### config.mk
export PLATFORM = sky130hd
export DESIGN_NAME = spcrc_core
export DESIGN_NICKNAME = d
export VERILOG_FILES = /design/src/verilog/spcrc_pkg.sv /design/src/verilog/spcrc_core.sv /design/src/verilog/spcrc_crc8.sv
export VERILOG_INCLUDE_DIRS = /design/src /design/src/verilog
export SDC_FILE = /design/constraint.sdc
export NUM_CORES = 1
export LEC_CHECK = 0
export ABC_AREA = 1
export BUFFER_PORTS_ARGS = -buffer_cell sky130_fd_sc_hd__buf_2
export CAP_MARGIN = 5
export CORE_MARGIN = 2
export CORE_UTILIZATION = 25
export CTS_BUF_LIST = sky130_fd_sc_hd__clkbuf_8 sky130_fd_sc_hd__clkbuf_16
export DETAILED_ROUTE_END_ITERATION = 10
export GPL_TIMING_DRIVEN = 0
export SLEW_MARGIN = 20
export SYNTH_ARGS = -nofsm -noshare
export SYNTH_HDL_FRONTEND = slang
export SYNTH_HIERARCHICAL = 1
export SYNTH_SLANG_ARGS = --single-unit
### constraint.sdc
create_clock -name i_clk -period 3.05 [get_ports i_clk]
set_input_delay 0.305 -clock i_clk [delete_from_list [all_inputs] [get_ports i_clk]]
set_output_delay 0.305 -clock i_clk [all_outputs]
set_load 0.02 [all_outputs]
### src/verilog/spcrc_regs.svh
// Register offsets, field positions, reset values and timing counts of the SPI block.
`ifndef SPCRC_REGS_SVH
`define SPCRC_REGS_SVH

// ****************************************************************
// Register offsets (byte addresses on the bus)
// ****************************************************************
`define SPCRC_OFF_CTRL 8'h00
`define SPCRC_OFF_STAT 8'h04
`define SPCRC_OFF_DATA 8'h08
`define SPCRC_OFF_POLY 8'h0c
`define SPCRC_OFF_TXCRC 8'h10
`define SPCRC_OFF_RXCRC 8'h14

// ****************************************************************
// Status register bit positions
// ****************************************************************
`define SPCRC_ST_TXE 0
`define SPCRC_ST_RX_BUF_FULL 1
`define SPCRC_ST_CHECKSUM_ERROR 4
`define SPCRC_ST_MASTER_FAULT_FLAG 5
`define SPCRC_ST_OVR 6
`define SPCRC_ST_BUSY 7

// ****************************************************************
// Reset values
// ****************************************************************
`define SPCRC_RST_CTRL 14'h0000
`define SPCRC_RST_POLY 8'h07
`define SPCRC_RST_CRC 8'h00
`define SPCRC_RST_DATA 8'h00

// ****************************************************************
// Timing: half serial period in system clocks at the fastest divider step, and last edge count
// ****************************************************************
`define SPCRC_HALF_BASE 10'h004
`define SPCRC_LAST_EDGE 4'hf

`endif

### src/verilog/spcrc_pkg.sv
// Types shared by the SPI transfer, status and checksum block.
package spcrc_pkg;

  // Control register layout, most significant field first.
  typedef struct packed {
    logic [2:0] baud;
    logic error_irq_enable;
    logic send_checksum_next;
    logic checksum_enable;
    logic receive_only;
    logic single_wire_out_en;
    logic single_wire_mode;
    logic lsb_first;
    logic cpha;
    logic cpol;
    logic master_select;
    logic periph_enable;
  } spcrc_ctrl_t;

  // Captured bus address phase.
  typedef struct packed {
    logic sel;
    logic write;
    logic [7:0] addr;
  } spcrc_req_t;

  typedef enum logic [1:0] {
    M_IDLE = 2'b00,
    M_START = 2'b01,
    M_XFER = 2'b10
  } spcrc_mstate_t;

endpackage

### src/verilog/spcrc_core.sv
// SPI master/slave transfer engine with status flags, checksums and an AHB-Lite slave.
`timescale 1ns/1ns
`default_nettype none
`include "spcrc_regs.svh"
// Operation
// - Writing the data register clears the transmit-empty flag.
// - Reading the data register clears the receive-full flag.
// - Busy is driven by hardware only; status writes cannot change it.
// - Busy sets at master transfer start, except single-wire receive, and on the slave's second serial edge.
// - Busy clears at transfer end, on disable and on master fault.
// - Master continuous transfers keep busy high throughout, except in single-wire receive.
// - Slave busy drops for at least one serial clock between bytes.
// - Master discontinuous busy sets two clocks after the data write.
// - Master receive-only runs the clock continuously while enabled.
// - Slave receives only while select is low and clock runs.
// - Second unread received byte raises the overrun flag.
// - Master keeps clocking without gap when next data is ready.
// - Master stops clock and clears busy when data comes late.
// - Two independent serial checksum accumulators with programmable polynomial.
// - Checksums update on the sampling edge set by polarity and phase.
// - Enabling the checksum resets both accumulators.
// - Send-checksum request shifts out the transmit checksum after current byte.
// - A pending buffered byte goes out before the checksum.
// - Both accumulators freeze while the checksum is sent.
// - Checksum mismatch sets error flag and interrupt when enabled.
// - Send-checksum request clears itself after the checksum is sent.
// - Each data transfer loads the buffered byte, or zero when none is pending, into an 8-bit shifter.
// - Transmit-empty sets when the buffer moves into the shifter.
// - Receive-full sets on the last sampling edge of a byte.
module spcrc_core
  import spcrc_pkg::*;
(
  // Clock and reset
  input wire logic i_clk,
  input wire logic i_rst,
  // AHB-Lite slave
  input wire logic i_hsel,
  input wire logic [31:0] i_haddr,
  input wire logic [1:0] i_htrans,
  input wire logic i_hwrite,
  input wire logic [2:0] i_hsize,
  input wire logic [31:0] i_hwdata,
  input wire logic i_hready,
  output logic o_hreadyout,
  output logic o_hresp,
  output logic [31:0] o_hrdata,
  // Serial pins
  input wire logic i_sck,
  output logic o_sck,
  output logic o_sck_oe,
  input wire logic i_mosi,
  output logic o_mosi,
  output logic o_mosi_oe,
  input wire logic i_miso,
  output logic o_miso,
  output logic o_miso_oe,
  input wire logic i_nss_n,
  // Error request
  output logic o_err_irq
);
  import spcrc_pkg::*;

  // ****************************************************************
  // Declarations
  // ****************************************************************
  spcrc_ctrl_t ctrl;
  spcrc_ctrl_t wr_ctrl_val;
  spcrc_req_t ph;
  spcrc_mstate_t mstate;
  logic [7:0] poly, tx_buf, rx_buf, tx_sh, rx_sh, rx_byte, tx_crc, rx_crc, load_val;
  logic tx_buf_empty, rx_buf_full, overrun_flag, ovr_armed, master_fault_flag, master_fault_flag_armed;
  logic checksum_error, link_busy, crc_phase, slv_loaded, sck_lvl;
  logic [9:0] half_cnt, half_len;
  logic [3:0] edge_cnt;
  logic sck_m, sck_s, sck_d, mosi_m, mosi_s, miso_m, miso_s, nss_m, nss_s;
  logic acc, rd_dr, rd_sr, wr_dr, wr_ctrl, wr_sr, crc_clear;
  logic rx_mode, tx_on, rx_on, is_master, en, slv_sel, fault_det;
  logic m_edge, s_edge, edge_ev, samp_ev, shift_ev, last_edge, rx_done, rx_in, tx_bit;
  logic have_data, want_crc, m_go, load_ev, take_tx, crc_start, crc_end, crc_step;
  logic [31:0] rd_val;

  // ****************************************************************
  // Pin synchronisers
  // ****************************************************************
  always_ff @(posedge i_clk or posedge i_rst) begin
    if (i_rst) begin
      {sck_m, sck_s, sck_d} <= 3'h0;
      {mosi_m, mosi_s, miso_m, miso_s} <= 4'h0;
      {nss_m, nss_s} <= 2'h3;
    end else begin
      sck_m <= i_sck;
      sck_s <= sck_m;
      sck_d <= sck_s;
      mosi_m <= i_mosi;
      mosi_s <= mosi_m;
      miso_m <= i_miso;
      miso_s <= miso_m;
      nss_m <= i_nss_n;
      nss_s <= nss_m;
    end
  end

  // ****************************************************************
  // Bus slave
  // ****************************************************************
  // Zero wait states: every transfer completes in its first data phase cycle.
  assign o_hreadyout = 1'b1;
  assign o_hresp = 1'b0;
  assign acc = i_hsel && i_htrans[1] && i_hready;
  assign rd_dr = acc && !i_hwrite && (i_haddr[7:0] == `SPCRC_OFF_DATA);
  assign rd_sr = acc && !i_hwrite && (i_haddr[7:0] == `SPCRC_OFF_STAT);
  assign wr_dr = ph.sel && ph.write && (ph.addr == `SPCRC_OFF_DATA);
  assign wr_ctrl = ph.sel && ph.write && (ph.addr == `SPCRC_OFF_CTRL);
  assign wr_sr = ph.sel && ph.write && (ph.addr == `SPCRC_OFF_STAT);
  assign wr_ctrl_val = spcrc_ctrl_t'(i_hwdata[$bits(spcrc_ctrl_t)-1:0]);

  always_comb begin
    rd_val = 32'h0000_0000;
    unique case (i_haddr[7:0])
      `SPCRC_OFF_CTRL: rd_val[$bits(spcrc_ctrl_t)-1:0] = ctrl;
      `SPCRC_OFF_STAT: begin
        rd_val[`SPCRC_ST_TXE] = tx_buf_empty;
        rd_val[`SPCRC_ST_RX_BUF_FULL] = rx_buf_full;
        rd_val[`SPCRC_ST_CHECKSUM_ERROR] = checksum_error;
        rd_val[`SPCRC_ST_MASTER_FAULT_FLAG] = master_fault_flag;
        rd_val[`SPCRC_ST_OVR] = overrun_flag;
        rd_val[`SPCRC_ST_BUSY] = link_busy;
      end
      `SPCRC_OFF_DATA: rd_val[7:0] = rx_buf;
      `SPCRC_OFF_POLY: rd_val[7:0] = poly;
      `SPCRC_OFF_TXCRC: rd_val[7:0] = tx_crc;
      `SPCRC_OFF_RXCRC: rd_val[7:0] = rx_crc;
      default: rd_val = 32'h0000_0000;
    endcase
  end

  always_ff @(posedge i_clk or posedge i_rst) begin
    if (i_rst) begin
      ph <= '0;
      o_hrdata <= 32'h0000_0000;
    end else begin
      ph <= '{sel: acc, write: i_hwrite, addr: i_haddr[7:0]};
      if (acc && !i_hwrite) begin
        o_hrdata <= rd_val;
      end
    end
  end

  // ****************************************************************
  // Control and polynomial registers
  // ****************************************************************
  assign crc_clear = wr_ctrl && wr_ctrl_val.checksum_enable && !ctrl.checksum_enable;

  always_ff @(posedge i_clk or posedge i_rst) begin
    if (i_rst) begin
      ctrl <= `SPCRC_RST_CTRL;
      poly <= `SPCRC_RST_POLY;
    end else begin
      if (wr_ctrl) begin
        ctrl <= wr_ctrl_val;
        // Enable and master stay low while a fault is pending.
        if (master_fault_flag) begin
          ctrl.periph_enable <= 1'b0;
          ctrl.master_select <= 1'b0;
        end
      end
      if (crc_end) begin
        ctrl.send_checksum_next <= 1'b0;
      end
      if (fault_det) begin
        ctrl.periph_enable <= 1'b0;
        ctrl.master_select <= 1'b0;
      end
      if (ph.sel && ph.write && ph.addr == `SPCRC_OFF_POLY) begin
        poly <= i_hwdata[7:0];
      end
    end
  end

  // ****************************************************************
  // Mode decode and serial edges
  // ****************************************************************
  assign en = ctrl.periph_enable;
  assign is_master = ctrl.master_select;
  assign rx_mode = ctrl.receive_only || (ctrl.single_wire_mode && !ctrl.single_wire_out_en);
  assign tx_on = !rx_mode;
  assign rx_on = !(ctrl.single_wire_mode && ctrl.single_wire_out_en);
  assign fault_det = en && is_master && !nss_s;
  assign slv_sel = en && !is_master && !nss_s;
  assign rx_in = is_master ? (ctrl.single_wire_mode ? mosi_s : miso_s)
                           : (ctrl.single_wire_mode ? miso_s : mosi_s);
  assign tx_bit = ctrl.lsb_first ? tx_sh[0] : tx_sh[7];
  assign half_len = (`SPCRC_HALF_BASE << ctrl.baud) - 10'h001;
  assign m_edge = (mstate == M_XFER) && (half_cnt == 10'h000);
  assign s_edge = slv_sel && (sck_s != sck_d);
  assign edge_ev = is_master ? m_edge : s_edge;
  assign samp_ev = edge_ev && (edge_cnt[0] == ctrl.cpha);
  assign shift_ev = edge_ev && (edge_cnt[0] != ctrl.cpha) && (edge_cnt != 4'h0);
  assign last_edge = edge_ev && (edge_cnt == `SPCRC_LAST_EDGE);
  assign rx_done = samp_ev && (edge_cnt[3:1] == 3'h7) && rx_on;
  assign rx_byte = ctrl.lsb_first ? {rx_in, rx_sh[7:1]} : {rx_sh[6:0], rx_in};

  // ****************************************************************
  // Byte sourcing
  // ****************************************************************
  assign have_data = !tx_buf_empty && tx_on;
  assign want_crc = ctrl.checksum_enable && ctrl.send_checksum_next && tx_on;
  // Next byte is ready before the last edge, so the clock runs on without a gap.
  assign m_go = en && !fault_det && !wr_dr
                && (rx_mode || have_data || (want_crc && !crc_phase));
  assign load_ev = is_master ? (((mstate == M_START) && !wr_dr) || (last_edge && m_go))
                             : (slv_sel && !slv_loaded && !wr_dr);
  assign take_tx = load_ev && have_data;
  // The request is still set on the checksum's own last edge, so it must not start a second one.
  assign crc_start = load_ev && !have_data && want_crc && !crc_phase;
  assign crc_end = last_edge && crc_phase;
  assign load_val = take_tx ? tx_buf : (crc_start ? tx_crc : 8'h00);

  // ****************************************************************
  // Master sequencer
  // ****************************************************************
  always_ff @(posedge i_clk or posedge i_rst) begin
    if (i_rst) begin
      mstate <= M_IDLE;
    end else if (!en || !is_master || fault_det) begin
      mstate <= M_IDLE;
    end else begin
      unique case (mstate)
        M_IDLE: if (rx_mode || have_data || want_crc) mstate <= M_START;
        M_START: if (!wr_dr) mstate <= M_XFER;
        M_XFER: if (last_edge && !m_go) mstate <= M_IDLE;
        default: mstate <= M_IDLE;
      endcase
    end
  end

  always_ff @(posedge i_clk or posedge i_rst) begin
    if (i_rst) begin
      half_cnt <= 10'h000;
      sck_lvl <= 1'b0;
    end else if (mstate == M_XFER) begin
      half_cnt <= (half_cnt == 10'h000) ? half_len : half_cnt - 10'h001;
      if (m_edge) begin
        sck_lvl <= !sck_lvl;
      end
    end else begin
      half_cnt <= half_len;
      sck_lvl <= ctrl.cpol;
    end
  end

  // ****************************************************************
  // Shifters and edge counting
  // ****************************************************************
  always_ff @(posedge i_clk or posedge i_rst) begin
    if (i_rst) begin
      edge_cnt <= 4'h0;
      slv_loaded <= 1'b0;
      tx_sh <= `SPCRC_RST_DATA;
      rx_sh <= `SPCRC_RST_DATA;
      crc_phase <= 1'b0;
    end else begin
      if (is_master ? (mstate != M_XFER) : !slv_sel) begin
        edge_cnt <= 4'h0;
      end else if (edge_ev) begin
        edge_cnt <= edge_cnt + 4'h1;
      end
      if (!slv_sel || last_edge) begin
        slv_loaded <= 1'b0;
      end else if (load_ev) begin
        slv_loaded <= 1'b1;
      end
      if (load_ev) begin
        tx_sh <= load_val;
      end else if (shift_ev) begin
        tx_sh <= ctrl.lsb_first ? {1'b0, tx_sh[7:1]} : {tx_sh[6:0], 1'b0};
      end
      if (samp_ev) begin
        rx_sh <= rx_byte;
      end
      if (!en) begin
        crc_phase <= 1'b0;
      end else if (load_ev) begin
        crc_phase <= crc_start;
      end else if (last_edge) begin
        crc_phase <= 1'b0;
      end
    end
  end

  // ****************************************************************
  // Buffers and flags
  // ****************************************************************
  always_ff @(posedge i_clk or posedge i_rst) begin
    if (i_rst) begin
      tx_buf <= `SPCRC_RST_DATA;
      tx_buf_empty <= 1'b1;
    end else if (wr_dr) begin
      tx_buf <= i_hwdata[7:0];
      tx_buf_empty <= 1'b0;
    end else if (take_tx) begin
      tx_buf_empty <= 1'b1;
    end
  end

  always_ff @(posedge i_clk or posedge i_rst) begin
    if (i_rst) begin
      rx_buf <= `SPCRC_RST_DATA;
      rx_buf_full <= 1'b0;
    end else if (rx_done && (!rx_buf_full || rd_dr)) begin
      rx_buf <= rx_byte;
      rx_buf_full <= 1'b1;
    end else if (rd_dr) begin
      rx_buf_full <= 1'b0;
    end
  end

  // Overrun clears on a data read followed by a status read; a new overrun wins.
  always_ff @(posedge i_clk or posedge i_rst) begin
    if (i_rst) begin
      overrun_flag <= 1'b0;
      ovr_armed <= 1'b0;
    end else if (rx_done && rx_buf_full && !rd_dr) begin
      overrun_flag <= 1'b1;
      ovr_armed <= 1'b0;
    end else if (rd_sr && ovr_armed) begin
      overrun_flag <= 1'b0;
      ovr_armed <= 1'b0;
    end else if (rd_dr && overrun_flag) begin
      ovr_armed <= 1'b1;
    end
  end

  // Fault clears on a status access followed by a control write.
  always_ff @(posedge i_clk or posedge i_rst) begin
    if (i_rst) begin
      master_fault_flag <= 1'b0;
      master_fault_flag_armed <= 1'b0;
    end else if (fault_det) begin
      master_fault_flag <= 1'b1;
      master_fault_flag_armed <= 1'b0;
    end else if (wr_ctrl && master_fault_flag_armed) begin
      master_fault_flag <= 1'b0;
      master_fault_flag_armed <= 1'b0;
    end else if ((rd_sr || wr_sr) && master_fault_flag) begin
      master_fault_flag_armed <= 1'b1;
    end
  end

  // Mismatch is cleared by writing zero to its status bit; a new mismatch wins.
  always_ff @(posedge i_clk or posedge i_rst) begin
    if (i_rst) begin
      checksum_error <= 1'b0;
    end else if (rx_done && crc_phase && (rx_byte != rx_crc)) begin
      checksum_error <= 1'b1;
    end else if (wr_sr && !i_hwdata[`SPCRC_ST_CHECKSUM_ERROR]) begin
      checksum_error <= 1'b0;
    end
  end

  // Status writes never reach this flag.
  always_ff @(posedge i_clk or posedge i_rst) begin
    if (i_rst) begin
      link_busy <= 1'b0;
    end else if (!en || fault_det) begin
      link_busy <= 1'b0;
    end else if (is_master) begin
      if (load_ev) begin
        link_busy <= !(ctrl.single_wire_mode && !ctrl.single_wire_out_en);
      end else if (last_edge && !m_go) begin
        link_busy <= 1'b0;
      end
    end else if (!slv_sel) begin
      link_busy <= 1'b0;
    end else if (samp_ev && edge_cnt[3:1] == 3'h7) begin
      link_busy <= 1'b0;
    end else if (edge_ev && edge_cnt == 4'h1) begin
      // Raised on the second edge so the gap spans at least one serial period.
      link_busy <= 1'b1;
    end
  end

  always_ff @(posedge i_clk or posedge i_rst) begin
    if (i_rst) begin
      o_err_irq <= 1'b0;
    end else begin
      o_err_irq <= ctrl.error_irq_enable && (checksum_error || overrun_flag || master_fault_flag);
    end
  end

  // ****************************************************************
  // Checksums
  // ****************************************************************
  assign crc_step = samp_ev && ctrl.checksum_enable && !crc_phase;

  spcrc_crc8 u_tx_crc (
    .i_clk(i_clk),
    .i_rst(i_rst),
    .i_clear(crc_clear),
    .i_step(crc_step && tx_on),
    .i_bit(tx_bit),
    .i_poly(poly),
    .o_crc(tx_crc)
  );

  spcrc_crc8 u_rx_crc (
    .i_clk(i_clk),
    .i_rst(i_rst),
    .i_clear(crc_clear),
    .i_step(crc_step && rx_on),
    .i_bit(rx_in),
    .i_poly(poly),
    .o_crc(rx_crc)
  );

  // ****************************************************************
  // Pin drive
  // ****************************************************************
  assign o_sck = sck_lvl;
  assign o_sck_oe = en && is_master;
  assign o_mosi = tx_bit;
  assign o_mosi_oe = en && is_master && tx_on;
  assign o_miso = tx_bit;
  assign o_miso_oe = slv_sel && tx_on;
endmodule
`default_nettype wire

### src/verilog/spcrc_crc8.sv
// Serial checksum accumulator with a programmable polynomial.
`timescale 1ns/1ns
`default_nettype none
`include "spcrc_regs.svh"
module spcrc_crc8 (
  // Clock and reset
  input wire logic i_clk,
  input wire logic i_rst,
  // Control
  input wire logic i_clear,
  input wire logic i_step,
  input wire logic i_bit,
  input wire logic [7:0] i_poly,
  // Result
  output logic [7:0] o_crc
);
  logic fb;

  assign fb = i_bit ^ o_crc[7];

  always_ff @(posedge i_clk or posedge i_rst) begin
    if (i_rst) begin
      o_crc <= `SPCRC_RST_CRC;
    end else if (i_clear) begin
      o_crc <= `SPCRC_RST_CRC;
    end else if (i_step) begin
      o_crc <= {o_crc[6:0], 1'b0} ^ (fb ? i_poly : 8'h00);
    end
  end
endmodule
`default_nettype wire

==> results.toml <==
[pwr]
finalPower_w = 0.004302
ir_drop_uv = 277.4
power_leakage_nw = 4.219
power_density_nw_per_um2 = 497.9

[synth]
synth_seq_area_share_pct = 46.90
syn_inst = 863
synthDistinctLibCells = 52
syn_area_per_cell_um2 = 8.118
async_flop_share_pct = 100.0
synth_edf_count = 0
synth-seq-cells = 131
synth_warnings = 6
syn-cell-area_um2 = 7005
synthFlopType = "dfrtp_1"

[cells_and_area]
final_common_cell = "nand2_1"
final_nets = 1049
final-seq-area_um2 = 3286
nFillCells = 2957
final_cell_mix = "214 x nand2_1, 125 x dfrtp_1, 99 x inv_1"
num_antenna_cells = 0
area_delta_synth_final_pct = 23.34
final_area_um2 = 8641
multi_input_area_um2 = 3073
drive_gt1_share_pct = 17.18

[worst_setup_path]
cp_slowest_cell = "nor3_2"
crit_required_ns = 3.42
start_kind = "register"
cp_data_arrival_time_ns = 3.16
critPathMaxStageDelay_ns = 0.63
critPathKind = "register to register"
crit_chain = "nor3_1 > nand2_1 > clkbuf_1 > nor3_2 > nor2_4 > nor2_4 > nand3_1 > nand2_1"
end_kind = "register"
crit_fanout = 10

[global_routing]
use_met2_pct = 20.79
grt-ovfl-total = 0
grt.busiest_layer = "met2"
grtUsageMet1_pct = 18.38
grt_usage_pct = 13.48
grt_use_met3_pct = 3.451
grt_max_degree = 28
grt_pass1_vias = 5531
grt_pass1_wl_um = 30170
antenna_found_initial = 0

[sta]
worst_pin_slew_ns = 0.8548
setup_viol = 0
max_freq_mhz = 358.1
hold_violations = 0
timing.final.ws_setup_ns = 0.2575
period_needed_ns = 2.793
tns_ns = 0
rsz0062_at_grt = "no"
finClkSkew_ns = 0.01080
relSlewSlack_pct = 42.49
final-max-slew-violation-count = 0
whs_ns = 0.009354
post-route-period-util_pct = 91.56

[drt]
wirelength_um = 19510
drt-wirelength-per-cell_um = 14.39
first_pass_iters = 5
drt-initial-drc-count = 471
drt-vias-per-instance = 4.417
drc = 0
antenna_left = 0
num_vias = 5989

[die]
fp.dieH_um = 171.4
start_util_pct = 25.29
rows = 61
dieArea_um2 = 29380
core_area_um2 = 27710
die_x_um = 171.4
design.portCount = 119

[clocking]
htree_levels = 4
cts-resized-gates = 0
cts_max_path_buffers = 2
clkTransAtPathRegs_ns = 0.06
root_buffer = "clkbuf_16"
clk_latency_ns = 0.43
cts.sinks = 131
cts_buffers = 17
cts_tree = "done"

[place]
globalplace.congestion = 0.8650
preCtsSetupSlack_ns = 0.3756
io_buffers = 52
dpl.hpwl_um = 14500
placed_area_um2 = 7910

[outcome]
status = "finished clean"

[run]
cap_violations = 0

[worst_hold_path]
holdCritPathClass = "input port to register"
[worst paths after layout]
| check | slack [ns] | to | from | cells after the start |
|---|---|---|---|---|
| worst max-delay path | 0.26 | u_rx_crc/o_crc[7]$_DFFE_PP0P_ | ph[1]$_DFF_PP0_ | 8 |
| worst min-delay path | 0.009 | ph[8]$_DFF_PP0_ | i_hwrite | 1 |
| worst max register to register | 0.26 | u_rx_crc/o_crc[7]$_DFFE_PP0P_ | ph[1]$_DFF_PP0_ | 8 |
| worst min register to register | 0.35 | mosi_s$_DFF_PP0_ | mosi_m$_DFF_PP0_ | 0 |
| max in group asynchronous | 1.81 | rx_sh[2]$_DFFE_PP0P_ | i_rst | 5 |
| min in group asynchronous | 0.42 | u_tx_crc/o_crc[5]$_DFFE_PP0P_ | i_rst | 3 |
[Yosys cell counts, types with 2 or more instances]
cell	count	area share [%]
nand2_4	5	0.80
nand2_2	5	0.45
nand3_2	5	0.71
o21ai_0	62	4.4
nor3_2	3	0.43
nand3_4	2	0.50
nand2_1	214	11
conb_1	2	0.11
inv_2	6	0.32
buf_12	2	0.57
nand3b_1	2	0.21
dfstp_2	6	2.3
o21ai_1	12	0.86
a22oi_1	7	0.75
nor2_2	4	0.36
a21oi_1	35	2.5
buf_6	4	0.64
inv_1	100	5.4
clkbuf_1	8	0.43
nor2_1	62	3.3
o31ai_1	5	0.54
nand3_1	62	4.4
nor2_4	6	0.96
xor2_1	12	1.5
o22ai_1	5	0.45
a31oi_1	7	0.63
nor3_1	14	1.0
dfrtp_1	125	45
buf_1	2	0.11
nand4_1	19	1.7
nor4_1	3	0.27
mux2i_1	5	0.71
a211oi_1	3	0.32
ha_1	6	1.1
xnor2_1	2	0.25
o21a_1	2	0.21
buf_2	3	0.21
buf_4	22	2.4
[cell type report]
class,count,share of cell area [%]
plain buffers,42,3.678
flip-flops and latches,131,38.02
repair buffers,65,5.155
clock buffers,18,5.083
multi-input cells,601,35.56
inverters,107,4.692
clock inverters,14,2.331
well taps,378,5.474
[metrics by stage]
step / util [%] / cells
2_1_floorplan: - / 881
3_3_place_gp: 28.19 / 1311
3_5_place_dp: 28.55 / 1315
4_1_cts: 31.19 / 1356
5_1_grt: 31.19 / 1356
6_report: 31.19 / 1356
[critical path: cells and delay by family, from the launching register on]
kind	cells	cell delay, ns
simple gates	7	2.06
flops	1	0.38
buf+inv	1	0.29
[timing repair]
item                      in CTS  in global routing
setup buffers                  0                  0
hold endpoints to repair      40                  0
hold buffers                   9                  0
[power by group]
part,internal [W],switching (W),total (W)
clock network,0.00140,0.000831,0.00223
registers,0.00178,0.0000286,0.00181
logic,0.0000950,0.000168,0.000263
[kinds of logic (layout without fill, tap and decap cells)]
| logic type | count (synthesis) | in the layout | share of synthesized area, % |
|---|---|---|---|
| xor+xnor | 14 | 14 | 1.750 |
| flops | 131 | 131 | 46.90 |
| simple gates | 410 | 410 | 27.33 |
| compound gates | 146 | 146 | 11.86 |
| other cells | 2 | 20 | 0.1072 |
| mux | 5 | 5 | 0.7144 |
| buf+inv | 149 | 246 | 10.27 |
| fa+ha+maj | 6 | 6 | 1.072 |
[state kept, by name (all words and copies together), names as in the netlist, 10 cells and up]
name	flops
ctrl	12
half_cnt	10
o_hrdata	14
ph	10
[layer usage]
layer	share of wire (%)	vias up
met2	44	156
met5	0	-
li1	-	2994
met1	48	2811
met4	2.1	0
met3	5.8	28
Power figures use the tool's default switching activity.
